==> config.mk <==
export PLATFORM = sky130hd
export DESIGN_NAME = lid_recal_control
export DESIGN_NICKNAME = d
export VERILOG_FILES = /design/src/include/lid_recal_pkg.sv /design/src/rtl/lid_sample_queue.sv /design/src/rtl/lid_recal_control.sv
export SDC_FILE = /design/constraint.sdc
export NUM_CORES = 1
export LEC_CHECK = 0
export ABC_AREA = 1
export BUFFER_PORTS_ARGS = -buffer_cell sky130_fd_sc_hd__buf_2
export CAP_MARGIN = 20
export CORE_MARGIN = 8
export CORE_UTILIZATION = 35
export DETAILED_ROUTE_END_ITERATION = 12
export PLACE_DENSITY = 0.61
export SETUP_SLACK_MARGIN = 0.3
export SYNTH_ARGS = -nofsm -noshare
export SYNTH_HDL_FRONTEND = slang
export SYNTH_SLANG_ARGS = --single-unit
==> constraint.sdc <==
create_clock -name sys_clk -period 4.1 [get_ports sys_clk]
set_input_delay 0 -clock sys_clk [delete_from_list [all_inputs] [get_ports sys_clk]]
set_output_delay 0 -clock sys_clk [all_outputs]
set_load 0.01 [all_outputs]
==> src/include/lid_recal_pkg.sv <==
// constants for the lid closure and recalibration configuration block
// assumes a single 200 MHz clock domain and a byte-wide register port
package lid_recal_pkg;

    // ------------------------------------------------------------
    // register offsets
    // ------------------------------------------------------------
    localparam logic [7:0] ADDR_LID_CONFIG   = 8'h2B;
    localparam logic [7:0] ADDR_LID_QUEUE    = 8'h2C;
    localparam logic [7:0] ADDR_PATTERN_BTN  = 8'h2D;
    localparam logic [7:0] ADDR_PATTERN_GRP  = 8'h2E;
    localparam logic [7:0] ADDR_RECAL_CONFIG = 8'h2F;
    localparam logic [7:0] ADDR_THRESH_FIRST = 8'h30;
    localparam logic [7:0] ADDR_THRESH_GROUP = 8'h37;

    // ------------------------------------------------------------
    // reset values and writable masks
    // ------------------------------------------------------------
    localparam logic [7:0] RST_LID_CONFIG   = 8'h00;
    localparam logic [7:0] RST_LID_QUEUE    = 8'h02;
    localparam logic [7:0] RST_PATTERN      = 8'h7F;
    localparam logic [7:0] RST_RECAL_CONFIG = 8'h93;
    localparam logic [6:0] RST_THRESH       = 7'h40;
    localparam logic [7:0] MASK_LID_CONFIG  = 8'h83;
    localparam logic [7:0] MASK_LID_QUEUE   = 8'h07;
    localparam logic [7:0] MASK_PATTERN     = 8'h7F;
    localparam logic [7:0] MASK_RECAL       = 8'hDF;

    // ------------------------------------------------------------
    // field positions
    // ------------------------------------------------------------
    localparam int BIT_LID_ENABLE       = 7;
    localparam int BIT_PATTERN_MODE     = 1;
    localparam int BIT_LID_ALERT_ENABLE = 0;
    localparam int BIT_BTN_BROADCAST    = 7;
    localparam int BIT_GRP_BROADCAST    = 6;
    localparam int POS_NEG_LIMIT        = 3;
    localparam int POS_CAL_CODE         = 0;
    localparam int POS_QUEUE            = 0;

    // ------------------------------------------------------------
    // negative delta run lengths
    // ------------------------------------------------------------
    localparam logic [1:0] NEG_CODE_DISABLED = 2'h3;
    localparam logic [5:0] NEG_RUN_8         = 6'h08;
    localparam logic [5:0] NEG_RUN_16        = 6'h10;
    localparam logic [5:0] NEG_RUN_32        = 6'h20;

    // ------------------------------------------------------------
    // recalibration samples and update intervals (polling cycles)
    // ------------------------------------------------------------
    localparam logic [8:0]  CAL_SAMPLES_16  = 9'h010;
    localparam logic [8:0]  CAL_SAMPLES_256 = 9'h100;
    localparam logic [12:0] CAL_UPD_16      = 13'h0010;
    localparam logic [12:0] CAL_UPD_32      = 13'h0020;
    localparam logic [12:0] CAL_UPD_64      = 13'h0040;
    localparam logic [12:0] CAL_UPD_256     = 13'h0100;
    localparam logic [12:0] CAL_UPD_1024    = 13'h0400;
    localparam logic [12:0] CAL_UPD_2048    = 13'h0800;
    localparam logic [12:0] CAL_UPD_4096    = 13'h1000;
    localparam logic [12:0] CAL_UPD_7936    = 13'h1F00;

    // ------------------------------------------------------------
    // event evaluation sequence
    // ------------------------------------------------------------
    typedef enum logic [0:0] {
        EVAL_IDLE  = 1'b0,
        EVAL_CHECK = 1'b1
    } eval_state_e;

endpackage

==> src/rtl/lid_sample_queue.sv <==
// consecutive-sample qualifier for the per-sensor lid status bits
// assumes sample_strobe pulses once per polling cycle on sys_clk
`timescale 1ns/1ps
module lid_sample_queue (
    // clock and reset
    input  wire logic        sys_clk,
    input  wire logic        nrst,
    // samples
    input  wire logic        sample_strobe,
    input  wire logic [13:0] above,
    input  wire logic [2:0]  queue_code,
    // qualified status
    output logic      [13:0] status
);

    // ------------------------------------------------------------
    // queue length
    // ------------------------------------------------------------
    // code 0 and code 1 both mean one sample
    wire logic [3:0] queue_len = (queue_code == 3'h0) ? 4'h1 : {1'b0, queue_code};

    logic [3:0] run [14];

    // ------------------------------------------------------------
    // per-sensor run counters
    // ------------------------------------------------------------
    // runs count disagreeing samples: one queue sets and clears
    always_ff @(posedge sys_clk or negedge nrst) begin
        if (!nrst) begin
            status <= 14'h0000;
            for (int i = 0; i < 14; i++) begin
                run[i] <= 4'h0;
            end
        end else if (sample_strobe) begin
            for (int i = 0; i < 14; i++) begin
                if (above[i] == status[i]) begin
                    run[i] <= 4'h0;
                end else if (run[i] + 4'h1 >= queue_len) begin
                    run[i]    <= 4'h0;
                    status[i] <= above[i];
                end else begin
                    run[i] <= run[i] + 4'h1;
                end
            end
        end
    end

endmodule

==> src/rtl/lid_recal_control.sv <==
// lid closure detection and recalibration configuration for a 14-input touch controller
// assumes a same-clock serial-bus engine and sensor front end
//
// Function
// lid detection only while enable bit set; the queue and lid_status still update while it is clear
// combine lid status, patterns; noise joins lid
// pattern mode: all pattern bits present
// count mode: sensors 1-7 meet pattern count
// count mode: sensors 8-14 meet pattern count
// count mode: totals compared; any condition flags
// both patterns zero disables, clears event
// alert only when lid alert enabled
// flagged event reported to group status
// status set after queued consecutive samples
// queue code zero means one sample
// queue per sensor, setting and clearing
// two seven-bit masks reset to all ones
// patterns consulted only while enabled
// sensor 1 write broadcasts to buttons
// sensor 1 write optionally sets group
// negative delta run triggers recalibration
// code selects samples and update interval
// average selected samples before base update
// update interval counted in polling cycles
// one timing for all, enables per sensor
// above lid threshold when output exceeds
// evaluate event once after status update
`timescale 1ns/1ps
module lid_recal_control (
    // clock and reset
    input  wire logic         sys_clk,
    input  wire logic         nrst,
    // register port
    input  wire logic [7:0]   reg_addr,
    input  wire logic         reg_wr,
    input  wire logic         reg_rd,
    input  wire logic [7:0]   reg_wdata,
    output logic      [7:0]   reg_rdata,
    // sensor front end
    input  wire logic         sample_strobe,
    input  wire logic [111:0] sensor_delta,
    input  wire logic [97:0]  lid_level,
    input  wire logic [13:0]  noise_flags,
    input  wire logic [13:0]  neg_delta,
    // recalibration timing
    input  wire logic         poll_tick,
    input  wire logic [13:0]  recal_enable,
    // lid results
    output logic      [13:0]  lid_status,
    output logic      [13:0]  lid_noise_status,
    output logic              lid_event,
    output logic              lid_event_pulse,
    output logic              lid_alert,
    // thresholds
    output logic      [55:0]  sensor_threshold,
    // recalibration
    output logic      [13:0]  recal_trigger,
    output logic      [13:0]  base_update,
    output logic      [8:0]   recal_samples
);

    // ------------------------------------------------------------
    // functions
    // ------------------------------------------------------------
    function automatic logic [2:0] count_ones(input logic [6:0] v);
        return 3'($countones(v));
    endfunction

    function automatic logic [5:0] neg_run_len(input logic [1:0] code);
        case (code)
            2'h0:    return lid_recal_pkg::NEG_RUN_8;
            2'h1:    return lid_recal_pkg::NEG_RUN_16;
            default: return lid_recal_pkg::NEG_RUN_32;
        endcase
    endfunction

    function automatic logic [12:0] update_interval(input logic [2:0] code);
        case (code)
            3'h0:    return lid_recal_pkg::CAL_UPD_16;
            3'h1:    return lid_recal_pkg::CAL_UPD_32;
            3'h2:    return lid_recal_pkg::CAL_UPD_64;
            3'h3:    return lid_recal_pkg::CAL_UPD_256;
            3'h4:    return lid_recal_pkg::CAL_UPD_1024;
            3'h5:    return lid_recal_pkg::CAL_UPD_2048;
            3'h6:    return lid_recal_pkg::CAL_UPD_4096;
            default: return lid_recal_pkg::CAL_UPD_7936;
        endcase
    endfunction

    // ------------------------------------------------------------
    // registers
    // ------------------------------------------------------------
    logic [7:0] lid_closure_config;
    logic [7:0] lid_queue_control;
    logic [7:0] lid_pattern_buttons;
    logic [7:0] lid_pattern_grouped;
    logic [7:0] recalibration_config;
    logic [6:0] threshold [8];

    wire logic       lid_enable                 = lid_closure_config[lid_recal_pkg::BIT_LID_ENABLE];
    wire logic       pattern_match_mode         = lid_closure_config[lid_recal_pkg::BIT_PATTERN_MODE];
    wire logic       lid_alert_enable           = lid_closure_config[lid_recal_pkg::BIT_LID_ALERT_ENABLE];
    wire logic       button_threshold_broadcast = recalibration_config[lid_recal_pkg::BIT_BTN_BROADCAST];
    wire logic       group_threshold_broadcast  = recalibration_config[lid_recal_pkg::BIT_GRP_BROADCAST];
    wire logic [1:0] negative_delta_limit       = recalibration_config[lid_recal_pkg::POS_NEG_LIMIT +: 2];
    wire logic [2:0] cal_code                   = recalibration_config[lid_recal_pkg::POS_CAL_CODE +: 3];
    wire logic [2:0] queue_code                 = lid_queue_control[lid_recal_pkg::POS_QUEUE +: 3];

    // ------------------------------------------------------------
    // address decode
    // ------------------------------------------------------------
    wire logic hit_config  = reg_addr == lid_recal_pkg::ADDR_LID_CONFIG;
    wire logic hit_queue   = reg_addr == lid_recal_pkg::ADDR_LID_QUEUE;
    wire logic hit_pat_btn = reg_addr == lid_recal_pkg::ADDR_PATTERN_BTN;
    wire logic hit_pat_grp = reg_addr == lid_recal_pkg::ADDR_PATTERN_GRP;
    wire logic hit_recal   = reg_addr == lid_recal_pkg::ADDR_RECAL_CONFIG;
    wire logic hit_thresh  = (reg_addr >= lid_recal_pkg::ADDR_THRESH_FIRST)
                           && (reg_addr <= lid_recal_pkg::ADDR_THRESH_GROUP);
    wire logic [2:0] thresh_index = reg_addr[2:0];
    wire logic sensor1_write = reg_wr && (reg_addr == lid_recal_pkg::ADDR_THRESH_FIRST);

    wire logic [7:0] read_mux =
        hit_config  ? lid_closure_config :
        hit_queue   ? lid_queue_control :
        hit_pat_btn ? lid_pattern_buttons :
        hit_pat_grp ? lid_pattern_grouped :
        hit_recal   ? recalibration_config :
        hit_thresh  ? {1'b0, threshold[thresh_index]} :
                      8'h00;

    // ------------------------------------------------------------
    // configuration writes
    // ------------------------------------------------------------
    always_ff @(posedge sys_clk or negedge nrst) begin
        if (!nrst) begin
            lid_closure_config   <= lid_recal_pkg::RST_LID_CONFIG;
            lid_queue_control    <= lid_recal_pkg::RST_LID_QUEUE;
            lid_pattern_buttons  <= lid_recal_pkg::RST_PATTERN;
            lid_pattern_grouped  <= lid_recal_pkg::RST_PATTERN;
            recalibration_config <= lid_recal_pkg::RST_RECAL_CONFIG;
            reg_rdata            <= 8'h00;
        end else begin
            if (reg_wr && hit_config) lid_closure_config <= reg_wdata & lid_recal_pkg::MASK_LID_CONFIG;
            if (reg_wr && hit_queue) lid_queue_control <= reg_wdata & lid_recal_pkg::MASK_LID_QUEUE;
            if (reg_wr && hit_pat_btn) lid_pattern_buttons <= reg_wdata & lid_recal_pkg::MASK_PATTERN;
            if (reg_wr && hit_pat_grp) lid_pattern_grouped <= reg_wdata & lid_recal_pkg::MASK_PATTERN;
            if (reg_wr && hit_recal) recalibration_config <= reg_wdata & lid_recal_pkg::MASK_RECAL;
            if (reg_rd) reg_rdata <= read_mux;
        end
    end

    // ------------------------------------------------------------
    // threshold registers with broadcast
    // ------------------------------------------------------------
    // a direct write later replaces a broadcast value
    always_ff @(posedge sys_clk or negedge nrst) begin
        if (!nrst) begin
            for (int i = 0; i < 8; i++) begin
                threshold[i] <= lid_recal_pkg::RST_THRESH;
            end
        end else if (reg_wr && hit_thresh) begin
            threshold[thresh_index] <= reg_wdata[6:0];
            if (sensor1_write && button_threshold_broadcast) begin
                for (int i = 1; i < 7; i++) begin
                    threshold[i] <= reg_wdata[6:0];
                end
            end
            if (sensor1_write && group_threshold_broadcast) begin
                threshold[7] <= reg_wdata[6:0];
            end
        end
    end

    always_ff @(posedge sys_clk or negedge nrst) begin
        if (!nrst) begin
            sensor_threshold <= {8{lid_recal_pkg::RST_THRESH}};
        end else begin
            for (int i = 0; i < 8; i++) begin
                sensor_threshold[i*7 +: 7] <= threshold[i];
            end
        end
    end

    // ------------------------------------------------------------
    // lid threshold compare and queue
    // ------------------------------------------------------------
    logic [13:0] above;
    for (genvar g = 0; g < 14; g++) begin : g_above
        assign above[g] = sensor_delta[g*8 +: 8] > {1'b0, lid_level[g*7 +: 7]};
    end

    logic [13:0] queued_status;
    lid_sample_queue u_queue (
        .sys_clk       (sys_clk),
        .nrst          (nrst),
        .sample_strobe (sample_strobe),
        .above         (above),
        .queue_code    (queue_code),
        .status        (queued_status)
    );

    // ------------------------------------------------------------
    // event decision
    // ------------------------------------------------------------
    wire logic [6:0] status_btn = queued_status[6:0];
    wire logic [6:0] status_grp = queued_status[13:7];
    wire logic [6:0] pat_btn    = lid_pattern_buttons[6:0];
    wire logic [6:0] pat_grp    = lid_pattern_grouped[6:0];
    wire logic [2:0] cnt_sb     = count_ones(status_btn);
    wire logic [2:0] cnt_sg     = count_ones(status_grp);
    wire logic [2:0] cnt_pb     = count_ones(pat_btn);
    wire logic [2:0] cnt_pg     = count_ones(pat_grp);
    wire logic [3:0] cnt_s_all  = {1'b0, cnt_sb} + {1'b0, cnt_sg};
    wire logic [3:0] cnt_p_all  = {1'b0, cnt_pb} + {1'b0, cnt_pg};

    wire logic match_exact = ((status_btn & pat_btn) == pat_btn) && ((status_grp & pat_grp) == pat_grp);
    wire logic match_count = (cnt_sb >= cnt_pb)
                           || (cnt_sg >= cnt_pg)
                           || (cnt_s_all >= cnt_p_all);
    wire logic patterns_zero = (pat_btn == 7'h00) && (pat_grp == 7'h00);
    wire logic event_now = lid_enable && !patterns_zero
                         && (pattern_match_mode ? match_exact : match_count);

    lid_recal_pkg::eval_state_e eval_state;
    lid_recal_pkg::eval_state_e next_eval_state;

    always_comb begin
        case (eval_state)
            lid_recal_pkg::EVAL_IDLE,
            lid_recal_pkg::EVAL_CHECK: next_eval_state = sample_strobe ? lid_recal_pkg::EVAL_CHECK
                                                                       : lid_recal_pkg::EVAL_IDLE;
            default:                   next_eval_state = lid_recal_pkg::EVAL_IDLE;
        endcase
    end

    // check a cycle after the strobe, once all queued bits settle
    always_ff @(posedge sys_clk or negedge nrst) begin
        if (!nrst) begin
            eval_state       <= lid_recal_pkg::EVAL_IDLE;
            lid_event        <= 1'b0;
            lid_event_pulse  <= 1'b0;
            lid_alert        <= 1'b0;
            lid_status       <= 14'h0000;
            lid_noise_status <= 14'h0000;
        end else begin
            eval_state       <= next_eval_state;
            lid_status       <= queued_status;
            lid_noise_status <= lid_enable ? noise_flags : 14'h0000;
            lid_event_pulse  <= 1'b0;
            if (!lid_enable || patterns_zero) begin
                lid_event <= 1'b0;
                lid_alert <= 1'b0;
            end else if (eval_state == lid_recal_pkg::EVAL_CHECK) begin
                lid_event       <= event_now;
                lid_event_pulse <= event_now && !lid_event;
                lid_alert       <= event_now && lid_alert_enable;
            end
        end
    end

    // ------------------------------------------------------------
    // negative delta recalibration trigger
    // ------------------------------------------------------------
    logic [5:0] neg_run [14];
    wire logic [5:0] neg_limit    = neg_run_len(negative_delta_limit);
    wire logic       neg_disabled = negative_delta_limit == lid_recal_pkg::NEG_CODE_DISABLED;

    always_ff @(posedge sys_clk or negedge nrst) begin
        if (!nrst) begin
            recal_trigger <= 14'h0000;
            for (int i = 0; i < 14; i++) begin
                neg_run[i] <= 6'h00;
            end
        end else begin
            recal_trigger <= 14'h0000;
            for (int i = 0; i < 14; i++) begin
                if (neg_disabled) begin
                    neg_run[i] <= 6'h00;
                end else if (sample_strobe) begin
                    if (!neg_delta[i]) begin
                        neg_run[i] <= 6'h00;
                    end else if (neg_run[i] + 6'h01 >= neg_limit) begin
                        neg_run[i]       <= 6'h00;
                        recal_trigger[i] <= 1'b1;
                    end else begin
                        neg_run[i] <= neg_run[i] + 6'h01;
                    end
                end
            end
        end
    end

    // ------------------------------------------------------------
    // base count update timing
    // ------------------------------------------------------------
    logic [12:0] poll_count;
    wire logic [12:0] interval = update_interval(cal_code);
    wire logic [8:0] samples_sel = (cal_code > 3'h2) ? lid_recal_pkg::CAL_SAMPLES_256
                                                     : 9'(lid_recal_pkg::CAL_SAMPLES_16 << cal_code);

    // >= so a shortened interval takes effect at once
    always_ff @(posedge sys_clk or negedge nrst) begin
        if (!nrst) begin
            poll_count    <= 13'h0000;
            base_update   <= 14'h0000;
            recal_samples <= lid_recal_pkg::CAL_SAMPLES_256;
        end else begin
            recal_samples <= samples_sel;
            base_update   <= 14'h0000;
            if (poll_tick) begin
                if (poll_count + 13'h0001 >= interval) begin
                    poll_count  <= 13'h0000;
                    base_update <= recal_enable;
                end else begin
                    poll_count <= poll_count + 13'h0001;
                end
            end
        end
    end

endmodule

==> results by group <==
Outcome
  – Status: completed

Critical path
  – Arrival time worst endpoint: ~4.3 ns
  – Critical path cell sequence: fa_1 -> inv_1 -> fa_1 -> fa_2 -> fa_2 -> buf_4 -> fa_2 -> ha_1 -> o21ai_0 -> a21boi_1 -> o21ai_1 -> nand2_1 -> nand3_2 -> o21ai_1
  – Crit-path slowest cell: fa_1
  – Critical Path Most Common Cell: fa_2
  – CP required: 4.60 ns
  – Crit path max fanout: 3
  – Max stage delay on crit path: about 0.54 ns
  – Crit Path Category: reg -> reg
  – Buf+Inv Stages, Crit Path: 2
  – Kind of cell adding the most delay to the critical path: adder cells
  – Startpoint types: flip-flop
  – Setup crit end kind: flip-flop

Detailed routing
  – DRC violations left: 0
  – Via count: 18.6k
  – Drt pass-1 iters: 5
  – Final Routed Wirelength: between 60000 and 70000 um
  – Vias/cell: around 4.6
  – Antenna viol nets, final: 0
  – Initial DRC count: ~1.0k
  – Avg WL per Cell: roughly 15 um

Die
  – Die area: between 70000 and 80000 um^2
  – Die height: about 270 um
  – Core box area: 62700 um^2
  – IO Count: 406
  – Initial Util: between 30% and 40%
  – Die width: about 270 um
  – Row cnt: a little over 90

Yosys
  – Post-synthesis sequential area ratio: approximately 43%
  – Post-Synthesis Cells: roughly 2.7k
  – Ys Warns: 0
  – Number of flops mapped to enable cells by yosys: 0
  – FF+latch count, synth: around 380
  – Netlist Area Pre-Place: 22100 um^2
  – Post-synth ARST share: 100%
  – Syn Area/Cell: 8.32 um^2
  – Synth unique cells: 36
  – Primary FF master, synth: dfrtp_1

Timing
  – Slew @ Worst Pin: between 0.9 and 1 ns
  – Slew headroom: a little over a third
  – Min Tclk post-route: roughly 3.8 ns
  – Final setup vio count: 0
  – Max-slew violations: 0
  – Unrepaired setup endpoints after global routing: yes
  – Final hold vios: 0
  – Final period util: between 90% and 100%
  – Final Skew: about 0.025 ns
  – Fmax: roughly 260 MHz
  – Setup TNS: 0 ns

Clocking
  – Max H-tree Level: 2
  – Clk_lat worst skew: ~0.59 ns
  – Clock buffer depth: 3
  – Clk root buf: clkbuf_16
  – Clock transition at the registers of the reported paths: approximately 0.060 ns
  – CTS tree: built
  – Clk sinks: ~380
  – TritonCTS Buffers: 46

Final layout
  – Most common cell after layout, fill and taps aside: nand2_1
  – Nets: 3691
  – Most frequent cells in the layout: nand2_1 (605), inv_1 (434), buf_2 (400), dfrtp_1 (343), ha_1 (247)
  – Layout cell share with drive strength beyond 1: between 10% and 20%
  – Layout area overhead: 25.0%

Run
  – Maxcap violations: 0

Power
  – Leak: ~15 nW
  – Tot Pwr: between 10 and 15 mW
  – P per Cell Area: roughly 420 nW/um^2
  – VDD IR-drop max: 0.329 mV

Placed design
  – Post-DP HPWL: 45800 um
  – Buffers on Ports: 401
  – Final Wtd Congestion: 0.855

Global route
  – First-pass GRT wire length: between 90000 and 100000 um
  – Largest net degree at the start of global routing: 113
  – Initial antenna violation count: 6
  – Global-route usage over all layers: ~17%
  – GR Overflow Total: 0
  – Vias in the first global route: approximately 19k

Min path
  – Hold Path Class: in -> async
registers in the layout, summed over array words and instances (netlist names):
signal                cells
lid_alert                 1
sensor_threshold         56
recal_trigger            14
neg_run                  84
u_queue.status           14
lid_queue_control         3
lid_event_pulse           1
threshold                56
u_queue.run              56
lid_closure_config        3
lid_status               14
recal_samples             5
recalibration_config      7
eval_state                1
poll_count               13
reg_rdata                 8
lid_noise_status         14
lid_event                 1
lid_pattern_grouped       7
base_update              14
lid_pattern_buttons       7
final timing paths:
path | depth (start not counted) | endpoint | slack [ns] | from
setup / recovery | 14 | lid_alert | 0.28 | lid_pattern_grouped[0]
hold / removal | 2 | base_update[4] | 0.03 | nrst
setup reg to reg | 14 | lid_alert | 0.28 | lid_pattern_grouped[0]
hold reg to reg | 0 | sensor_threshold[41] | 0.37 | threshold[20]
max in group asynchronous | 3 | neg_run[5] | 3.00 | nrst
min in group sys_clk | 7 | u_queue.status[3] | 0.03 | lid_level[21]
metrics by stage:
step	cell area, um^2	setup slack (ns)	utilization, %	hold slack, ns	std cells
floorplan	22100	0.343	-	-0.296	2654
global placement	25100	0.187	40.0	0.0656	3869
CTS	27500	0.293	43.9	0.00164	4032
detailed placement	25100	0.138	40.0	0.0642	3869
global route	27600	0.162	43.9	0.0492	4037
finish	27600	0.278	43.9	0.0271	4039
where the power goes:
group	leakage [nW]	switching, mW	internal (mW)	total (mW)
logic	9.26	1.61	1.19	2.80
registers	4.82	0.274	4.06	4.33
clock network	0.801	1.68	2.65	4.33
total	14.9	3.56	7.90	11.5
routing by layer:
layer	vias to the layer above	track usage [%]	routed length, um	share of wire, %
met5	-	0	14	0.023
met4	2	3.91	1140	1.8
met3	72	3.73	3520	5.7
met2	391	28.0	28900	47
met1	8590	22.8	28300	46
li1	9534	-	-	-
area by class of cell:
type,count,area (um^2)
flip-flops and latches,379,9530
diodes,5,12.5
fillers,6181,35200
multi-input cells,1783,10700
inverters,442,1660
repair buffers,498,2950
clock buffers,68,1370
clock inverters,18,270
well taps,846,1060
Yosys cell counts (9+ instances only):
cell	number	share of area, %
a211oi_1	17	0.58
a21oi_1	73	1.7
buf_4	9	0.31
clkbuf_1	32	0.54
dfrtp_1	343	39
dfstp_2	36	4.3
fa_1	18	1.6
ha_1	249	14
inv_1	436	7.4
nand2_1	605	10
nand3_1	144	3.3
nand4_1	71	2.0
nor2_1	201	3.4
nor3_1	23	0.52
o21a_1	12	0.41
o21ai_0	214	4.9
o22ai_1	27	0.77
or2_2	19	0.54
xor2_1	82	3.3
what timing repair did:
action                     4_1_cts  5_1_grt
pin swaps                        4        7
hold endpoints to repair       313        0
hold buffers                    70        0
buffers inserted                 7        2
resized for setup               16        5
setup endpoints to repair        3        3
cell families (layout without fill, tap and decap cells):
logic type / after synthesis / in the layout / synth area share [%]
adders and majority gates: 267 / 267 / 15.8
buffers and inverters: 492 / 1026 / 8.56
and+or+nand+nor: 1071 / 1071 / 20.4
AOI/OAI and AO/OA: 355 / 355 / 8.69
xor gates and xnor gates: 85 / 85 / 3.38
other: 1 / 10 / 0.0170
DFF: 379 / 379 / 43.2
No activity file was read; power rests on OpenSTA's default activity.
